**src/iia_pkg.sv**
```systemverilog
// Purpose: Shared constants, types and helpers of the index immediate ALU
// Assumes: Bit numbering is the usual little-endian; the instruction's
//          leftmost bit 0 is bit 31 here, a register's bit 0 is bit 63
// Notes: Half-word registers travel in the low 32 bits of a 64-bit word
package iia_pkg;

    // Function codes
    localparam logic [7:0] OP_ENTER_FULL = 8'h3e;
    localparam logic [7:0] OP_INC_FULL = 8'h3f;
    localparam logic [7:0] OP_ENTER_HALF = 8'h4d;
    localparam logic [7:0] OP_INC_HALF = 8'h4e;

    // Instruction field positions (little-endian bit index)
    localparam int FUNC_LSB = 24;
    localparam int DEST_LSB = 16;
    localparam int IMM_LSB = 0;
    localparam int FUNC_W = 8;
    localparam int DEST_W = 8;
    localparam int IMM_W = 16;
    localparam int INSTR_W = 32;

    // Register and index field widths
    localparam int WORD_W = 64;
    localparam int HALF_W = 32;
    localparam int FULL_IDX_W = 48;
    localparam int HALF_IDX_W = 24;

    // Values after reset
    localparam logic [63:0] WORD_RST = 64'h0;
    localparam logic [15:0] IMM_RST = 16'h0;
    localparam logic [7:0] BYTE_RST = 8'h0;

    typedef enum logic [3:0] {
        ST_IDLE = 4'h1,
        ST_READ = 4'h2,
        ST_CALC = 4'h4,
        ST_WRITE = 4'h8
    } iia_state_t;

    typedef struct packed {
        iia_state_t state;
        logic [7:0] op;
        logic [7:0] dest;
        logic [15:0] imm;
        logic [63:0] old;
        logic [63:0] wdata;
        logic reject;
    } iia_core_t;

    function automatic logic [47:0] iia_sext48(input logic [15:0] imm);
        iia_sext48 = {{32{imm[15]}}, imm};
    endfunction : iia_sext48

    function automatic logic [23:0] iia_sext24(input logic [15:0] imm);
        iia_sext24 = {{8{imm[15]}}, imm};
    endfunction : iia_sext24

    function automatic logic iia_is_inc(input logic [7:0] op);
        iia_is_inc = (op == OP_INC_FULL) || (op == OP_INC_HALF);
    endfunction : iia_is_inc

    function automatic logic iia_is_legal(input logic [7:0] op);
        iia_is_legal = iia_is_inc(op) || (op == OP_ENTER_FULL) ||
            (op == OP_ENTER_HALF);
    endfunction : iia_is_legal

endpackage : iia_pkg

```
**src/iia_calc_if.sv**
```systemverilog
// Purpose: Carrier between the ALU sequencer and its arithmetic unit
// Assumes: Purely combinational path, one clock domain
// Notes: result is valid in the same cycle as op, imm and old
`timescale 1ns/1ps
interface iia_calc_if;
    logic [7:0] op;
    logic [15:0] imm;
    logic [63:0] old;
    logic [63:0] result;

    modport req (output op, output imm, output old, input result);
    modport unit (input op, input imm, input old, output result);
endinterface : iia_calc_if

```
**src/iia_ext_add.sv**
```systemverilog
// Purpose: Sign extension and index-field addition for the immediates
// Assumes: old holds the destination's prior content for increase ops
// Notes: Carry out of the index field is dropped on purpose
`timescale 1ns/1ps
module iia_ext_add
    import iia_pkg::*;
(
    // Operands and result
    iia_calc_if.unit calc
);

    logic [47:0] sum48;
    logic [23:0] sum24;

    // Truncating adds: wrap-around is the architected behaviour
    assign sum48 = calc.old[47:0] + iia_sext48(calc.imm);
    assign sum24 = calc.old[23:0] + iia_sext24(calc.imm);

    always_comb begin
        unique case (calc.op)
            OP_ENTER_FULL: begin
                calc.result = {16'h0, iia_sext48(calc.imm)};
            end
            OP_INC_FULL: begin
                calc.result = {calc.old[63:48], sum48};
            end
            OP_ENTER_HALF: begin
                calc.result = {40'h0, iia_sext24(calc.imm)};
            end
            OP_INC_HALF: begin
                calc.result = {32'h0, calc.old[31:24], sum24};
            end
            default: begin
                calc.result = WORD_RST;
            end
        endcase
    end

endmodule : iia_ext_add

```
**src/iia_alu.sv**
```systemverilog
// Purpose: Index immediate ALU: enter and increase with a 16-bit immediate
// Assumes: Register file read data arrives one cycle after rf_rd_en
// Notes: One instruction in flight; instr_ready is low while busy
//
// How it works
// - Full enter loads sign-extended immediate into low 48 bits of register.
// - Full enter replicates immediate sign up through destination bit 16.
// - Enter operations clear whole destination before placing the immediate.
// - Full increase replaces low 48 bits with their sum with immediate.
// - Full increase keeps the top 16 destination bits unchanged.
// - Full increase sign-extends immediate to a 48-bit addend.
// - Increase drops carry, flags no overflow, keeps truncated sum.
// - Half enter loads sign-extended immediate into low 24 of 32 bits.
// - Half enter replicates immediate sign up through destination bit 8.
// - Half increase replaces low 24 bits with their sum with immediate.
// - Half increase keeps the top 8 destination bits unchanged.
// - Half increase sign-extends immediate to a 24-bit addend.
`timescale 1ns/1ps
module iia_alu
    import iia_pkg::*;
(
    // Clock and reset
    input wire logic ref_clk,
    input wire logic rst_n,
    // Instruction handshake
    input wire logic instr_valid,
    input wire logic [31:0] instr,
    output logic instr_ready,
    output logic op_reject,
    // Register file read
    output logic rf_rd_en,
    output logic [7:0] rf_rd_addr,
    input wire logic [63:0] rf_rd_data,
    // Register file write
    output logic rf_wr_en,
    output logic rf_wr_half,
    output logic [7:0] rf_wr_addr,
    output logic [63:0] rf_wr_data
);

    iia_core_t st_r;
    iia_core_t st_nxt;
    iia_calc_if calc ();

    logic accept;
    logic [7:0] in_func;
    logic [7:0] in_dest;
    logic [15:0] in_imm;

    assign in_func = instr[FUNC_LSB +: FUNC_W];
    assign in_dest = instr[DEST_LSB +: DEST_W];
    assign in_imm = instr[IMM_LSB +: IMM_W];
    assign accept = instr_valid && instr_ready;

    assign calc.op = st_r.op;
    assign calc.imm = st_r.imm;
    assign calc.old = rf_rd_data;

    iia_ext_add u_ext_add (
        .calc (calc)
    );

    always_comb begin
        st_nxt = st_r;
        st_nxt.reject = 1'b0;
        unique case (st_r.state)
            ST_IDLE: begin
                if (accept) begin
                    if (iia_is_legal(in_func)) begin
                        st_nxt.op = in_func;
                        st_nxt.dest = in_dest;
                        st_nxt.imm = in_imm;
                        // Enter never needs the old content
                        st_nxt.state = iia_is_inc(in_func) ? ST_READ : ST_CALC;
                    end else begin
                        st_nxt.reject = 1'b1;
                    end
                end
            end
            ST_READ: begin
                st_nxt.state = ST_CALC;
            end
            ST_CALC: begin
                st_nxt.old = rf_rd_data;
                st_nxt.wdata = calc.result;
                st_nxt.state = ST_WRITE;
            end
            ST_WRITE: begin
                st_nxt.state = ST_IDLE;
            end
            default: begin
                st_nxt.state = ST_IDLE;
            end
        endcase
    end

    always_ff @(posedge ref_clk or negedge rst_n) begin
        if (!rst_n) begin
            st_r.state <= ST_IDLE;
            st_r.op <= BYTE_RST;
            st_r.dest <= BYTE_RST;
            st_r.imm <= IMM_RST;
            st_r.old <= WORD_RST;
            st_r.wdata <= WORD_RST;
            st_r.reject <= 1'b0;
        end else begin
            st_r <= st_nxt;
        end
    end

    assign instr_ready = (st_r.state == ST_IDLE);
    assign op_reject = st_r.reject;
    assign rf_rd_en = (st_r.state == ST_READ);
    assign rf_rd_addr = st_r.dest;
    assign rf_wr_en = (st_r.state == ST_WRITE);
    assign rf_wr_half = (st_r.op == OP_ENTER_HALF) || (st_r.op == OP_INC_HALF);
    assign rf_wr_addr = st_r.dest;
    assign rf_wr_data = st_r.wdata;
endmodule : iia_alu

```
**config.mk**
```make
export PLATFORM = sky130hd
export DESIGN_NAME = iia_alu
export DESIGN_NICKNAME = d
export VERILOG_FILES = /design/src/iia_pkg.sv /design/src/iia_calc_if.sv /design/src/iia_ext_add.sv /design/src/iia_alu.sv
export SDC_FILE = /design/constraint.sdc
export NUM_CORES = 1
export LEC_CHECK = 0
export BUFFER_PORTS_ARGS = -buffer_cell sky130_fd_sc_hd__buf_2
export CAP_MARGIN = 40
export CORE_ASPECT_RATIO = 2
export CORE_MARGIN = 1.5
export CORE_UTILIZATION = 59
export DETAILED_ROUTE_END_ITERATION = 12
export MAX_ROUTING_LAYER = met4
export PLACE_DENSITY = 0.87
export SLEW_MARGIN = 20
export SYNTH_ARGS = -nofsm -noshare
export SYNTH_HDL_FRONTEND = slang
export SYNTH_SLANG_ARGS = --single-unit
```
**constraint.sdc**
```tcl
create_clock -name ref_clk -period 5.4 [get_ports ref_clk]
set_clock_uncertainty 0.15 [all_clocks]
set_input_delay 0.27 -clock ref_clk [delete_from_list [all_inputs] [get_ports ref_clk]]
set_output_delay 0.27 -clock ref_clk [all_outputs]
set_load 0.01 [all_outputs]
```
* Word-level counts from Yosys, hierarchy flattened
Index checks and enable logic that the tools add are counted.
** Storage, ports and cells
- Logic and storage cells :: 37
- Bits of input ports :: 99
- Output and inout bits :: 85
- Register bits after elaboration :: 101
** Cells by class
- Eq/ne operators :: 14
- $add $sub $neg :: 2
- Mux-type cells :: 8
- Reduce and logical (&&, ||, !) cells :: 7
** Operator list (number)
- case mux 64 bit (4 select lines) :: 1
- 2-to-1 mux 36 bit :: 2
- adder 48 bit :: 1
- equality test 8 x 6 -> 1 bit (second input constant) :: 4
- equality test 8 x 7 -> 1 bit (second input constant) :: 4
- adder 24 bit :: 1
- case mux 4 bit (3 select lines) :: 1
- equality test 4 x 1 -> 1 bit (second input constant) :: 1
- equality test 4 x 2 -> 1 bit (second input constant) :: 1
- equality test 4 x 3 -> 1 bit (second input constant) :: 1
- equality test 4 bit (second input constant) :: 1
- logical OR 1 bit :: 4
- != test 2 x 1 -> 1 bit (second input constant) :: 2
- 2-to-1 mux 1 bit :: 3
- 2-to-1 mux 3 bit :: 1
- AND reduction 3 bit :: 1
- AND reduction 2 bit :: 1
- logical AND 1 bit :: 1

* Logic depth before layout (Yosys ltp)
- Depth after elaboration :: 7
- Mapped depth :: 12

* Hierarchy
From an unflattened synthesis, not the netlist that was laid out.
** Second synthesis, totals
- Cell total of the unflattened synthesis :: 799
- Area total of the unflattened synthesis :: 7583.5 µm²
** Modules (own cells, without submodules)
- iia_alu :: times used 1, area an instance 4441.8 µm², cells an instance 313, sequential area each 2528.7 µm²
- iia_ext_add :: times used 1, area an instance 3141.8 µm², cells an instance 486, sequential area each 0.0 µm²

* Worst setup path after synthesis
No wires, ideal clock.
- Kind :: register to register
- From :: reg, netlist name calc.imm[15]
- To :: reg st_r, in the netlist rf_wr_data[46]
- Arrival time :: 3.170 ns
- Cell stages (with the launch flop) :: 13
- Required time :: 5.118 ns
- Setup slack :: 1.948 ns
- Cells stage by stage :: dfrtp_1 ha_1 buf_6 and4_4 and3_4 a221oi_2 nand2b_1 o221a_4 o31ai_4 o41ai_2 a41o_1 xnor2_1 o21ai_1
** Between the ends
- Longest elaborated chain between the ends :: 2
** RTL lines
- adder 48 bit :: RTL line iia_ext_add.sv:16 : assign sum48 = calc.old[47:0] + iia_sext48(calc.imm);
- case mux 64 bit (4 select lines) * :: RTL line iia_ext_add.sv:20 : unique case (calc.op)
- end signal, assigned :: RTL line iia_alu.sv:107 : st_r <= st_nxt;
- end, declared :: RTL line iia_alu.sv:41 : iia_core_t st_r;
Every way passes the cells marked *; elsewhere a longest branch is shown, timed or not.
A chain may end at the register's enable or synchronous reset.

* Worst setup path in the final report
- From :: reg, netlist name calc.imm[15]
- To :: reg st_r, in the netlist rf_wr_data[32]
** Between the ends
- Longest elaborated chain between the ends :: 2
** RTL lines (RTL line)
- adder 48 bit :: iia_ext_add.sv:16
- case mux 64 bit (4 select lines) * :: iia_ext_add.sv:20
Marks and branches as above.

==> impl_results.md <==
- Critical path endpoint category: flip-flop
- Residual DRC: 0
- Worst-margin pin slew: 0.748 ns
- CTS Hold Bufs: 9
- Syn Nets: 919
- Yosys warnings: 0
- Register Area: 2530 µm²
- Worst R2R End: rf_wr_data[32]
- Nets: 1,023
- Status: completed
- Crit-path slowest cell: dfrtp_1
- Routed wire length: 18,900 µm
- Setup crit start kind: flip-flop
- Synthesized cell area: 7190 µm²
- CP delay by family, top: compound AO/OA/AOI/OAI gates
- Initial antenna violation count: 0
- Final max-slew violation count: 0
- Non-filler cells, final: 1,025
- Clock root cell: clkbuf_16
- Avg Cell Area, Syn: 9.31 µm²
- Placed instance area: 7610 µm²
- Cell area after layout: 8100 µm²
- Fin crit share: 0.612
- Post-synth EDFFs: 0
- I/O Buffers: 183
- H-tree lvl count: 3
- Hold Vio Cnt, Final: 0
- Lkg Pwr: 4.22 nW
- # diodes: 0
- First-pass GRT wire length: 30,400 µm
- Post-Synthesis Cells: 772
- Post-synthesis adder-cell area fraction: 0.0846
- Critical path arrival: 3.36 ns
- Maximum number of pins on one net before global-route repair: 66
- Routed vias: 6,299
- Most frequent cells in the layout: 183 x buf_2, 100 x dfrtp_1, 74 x a21oi_1
- Final hold slack: 0.00320 ns
- Slew Limit Headroom: 0.499
- Vias/cell: 6.15
- Core box area: 11,800 µm²
- R2r worst-path depth: 11
- Setup TNS: 0 ns
- DIE AREA: 12,900 µm²
- Initial core utilization: 0.611
- RSZ-0062 raised after global routing: false
- Synth Register Bits: 101
- Post-CTS sizing: 0
- Share of cells above drive strength 1: 0.295
- CP bufs+invs: 0
- P&R area growth vs syn: 12.6%
- Critical path peak fanout: 8
- Most used DFF post-synth: dfrtp_1
- FF-to-FF setup slack: 2.10 ns
- Mux share of post-synthesis cell area: 0.0451
- Worst path most repeated cell: o21ai_0
- Inserted Clock Buffers: 9
- Top Ports: 184
- Overflow after GRT: 0
- CTS sink count: 101
- FP Rows: 56
- Power per Cell Area: 380 nW/µm²
- Setup violators final: 0
- Avg WL per Cell: 18.5 µm
- TritonCTS clock tree: done
- Die span in x: 81.1 µm
- Number of global-route vias before repair: 6,732
- Yosys cell types: 67
- Min Tclk post-route: 3.30 ns
- Cell depth of the worst setup path: 11
- Postcts setup bufs: 0
- Async SR Flop Fraction: 1.00
- Dpl hpwl: 14,200 µm
- Worst setup endpoint: rf_wr_data[32]
- Clk Latency, worst-skew pair: 0.35 ns
- Post-Synth XOR/XNOR Area: 0.0524
- Cell breakdown of the critical path: ha_1, a21oi_1, o21ai_0, a221oi_2, nand2b_1, o221a_4, nor2_1, o21ai_1, a211oi_2, xor2_1, o21ai_0
- Synth Area in Simple Gates: 0.121
- Slowest stage delay, CP: 0.49 ns
- Post-DRT Antenna Nets: 0
- Critical R2R Launch: calc.imm[15]
- Crit path from: calc.imm[15]
- Max cap viols: 0
- Clk pin slew, worst setup/hold paths: 0.07 ns
- DIE HEIGHT: 159 µm
- Worst-case clock buffer depth: 2
- Peak VDD IR: 300 µV
- Most common cell after layout, fill and taps aside: buf_2
- GRT Total Usage: 0.306
- 1st-pass router iterations: 5
- Post-synthesis compound-gate area fraction: 0.237
- CP required: 5.46 ns
- Main combinational cell family by area after synthesis: compound AO/OA/AOI/OAI gates
- Achievable Freq: 303 MHz
- Cell total after placement: 996
- Seq/Total Area, Yosys: 0.352
- GP Congestion: 0.944
- Fill cells: 940
- Setup Crit Path Kind: flip-flop to flip-flop
- 1st-iter DRT viols: 330
- Worst Hold Class: primary input to flip-flop
- Multi-input logic area: 3880 µm²
==> final cells by class <==
cell class,count,area share
inverters,8,0.00371
repair buffers,207,0.142
well taps,145,0.0224
flip-flops and latches,101,0.312
clock buffers,12,0.0317
multi-input cells,549,0.480
clock inverters,3,0.00850
==> sequential cells by signal, indices dropped and copies added (netlist names) <==
signal,cells
op_reject,1
rf_rd_addr,8
st_r,4
rf_wr_data,64
calc.imm,16
calc.op,8
==> logic make-up (layout without fill, tap and decap cells) <==
kind of cell / after synthesis / count (layout)
flip-flops: 101 / 101
adder cells (fa/ha/maj): 48 / 48
multiplexers: 29 / 29
AO/OA/AOI/OAI: 253 / 253
AND/OR/NAND/NOR: 176 / 176
XOR/XNOR: 43 / 43
buffers and inverters: 122 / 230
==> how the worst min path moves through the flow <==
stage,cells after the start,start,endpoint
6_report,2,rf_rd_data[50],rf_wr_data[50]
3_3_place_gp,1,rst_n,rf_wr_data[35]
4_1_cts,2,rf_rd_data[61],rf_wr_data[61]
3_5_place_dp,1,rst_n,rf_wr_data[35]
5_1_grt,2,instr[23],rf_rd_addr[7]
2_1_floorplan,0,rst_n,calc.imm[0]
==> worst register-to-register path, delay by kind of cell (launching register included) <==
| kind | cells | cell delay, ns |
|---|---|---|
| AO/OA/AOI/OAI | 7 | 1.58 |
| XOR/XNOR | 1 | 0.17 |
| flip-flops | 1 | 0.49 |
| adder cells (fa/ha/maj) | 1 | 0.44 |
| AND/OR/NAND/NOR | 2 | 0.32 |
==> cell usage after synthesis (all sizes together), types with 20 or more instances <==
master  number  area, µm²
dfrtp      100       2500
buf         89        661
a21oi       74        370
nand2       73        274
o21ai       58        294
ha          47        588
nor2        36        135
a21o        27        204
mux2        27        304
clkbuf      25       93.8
xnor2       23        201
xor2        20        175
==> metrics by stage <==
stage           util  power, mW  setup WS (ns)
2_1_floorplan      -       2.13           1.95
3_3_place_gp   0.646       2.30           2.16
3_5_place_dp   0.647       2.34           2.13
4_1_cts        0.682       3.07           2.13
5_1_grt        0.688       3.27           1.89
6_report       0.688       3.07           2.10
==> metal layers <==
| metal | vias to the layer above | track usage | wire length (µm) |
|---|---|---|---|
| li1 | 2959 | - | - |
| met1 | 2997 | 0.287 | 6590 |
| met2 | 264 | 0.553 | 10300 |
| met3 | 79 | 0.0585 | 1030 |
| met4 | 0 | 0.173 | 986 |
| met5 | - | - | 0 |
==> power by group <==
part / switching [mW] / total [mW] / internal [mW]
Combinational: 0.735 / 1.27 / 0.536
Clock: 0.283 / 0.713 / 0.430
Sequential: 0.132 / 1.09 / 0.958
Total: 1.15 / 3.07 / 1.92
Note: power is estimated with default switching activity, not from simulation.
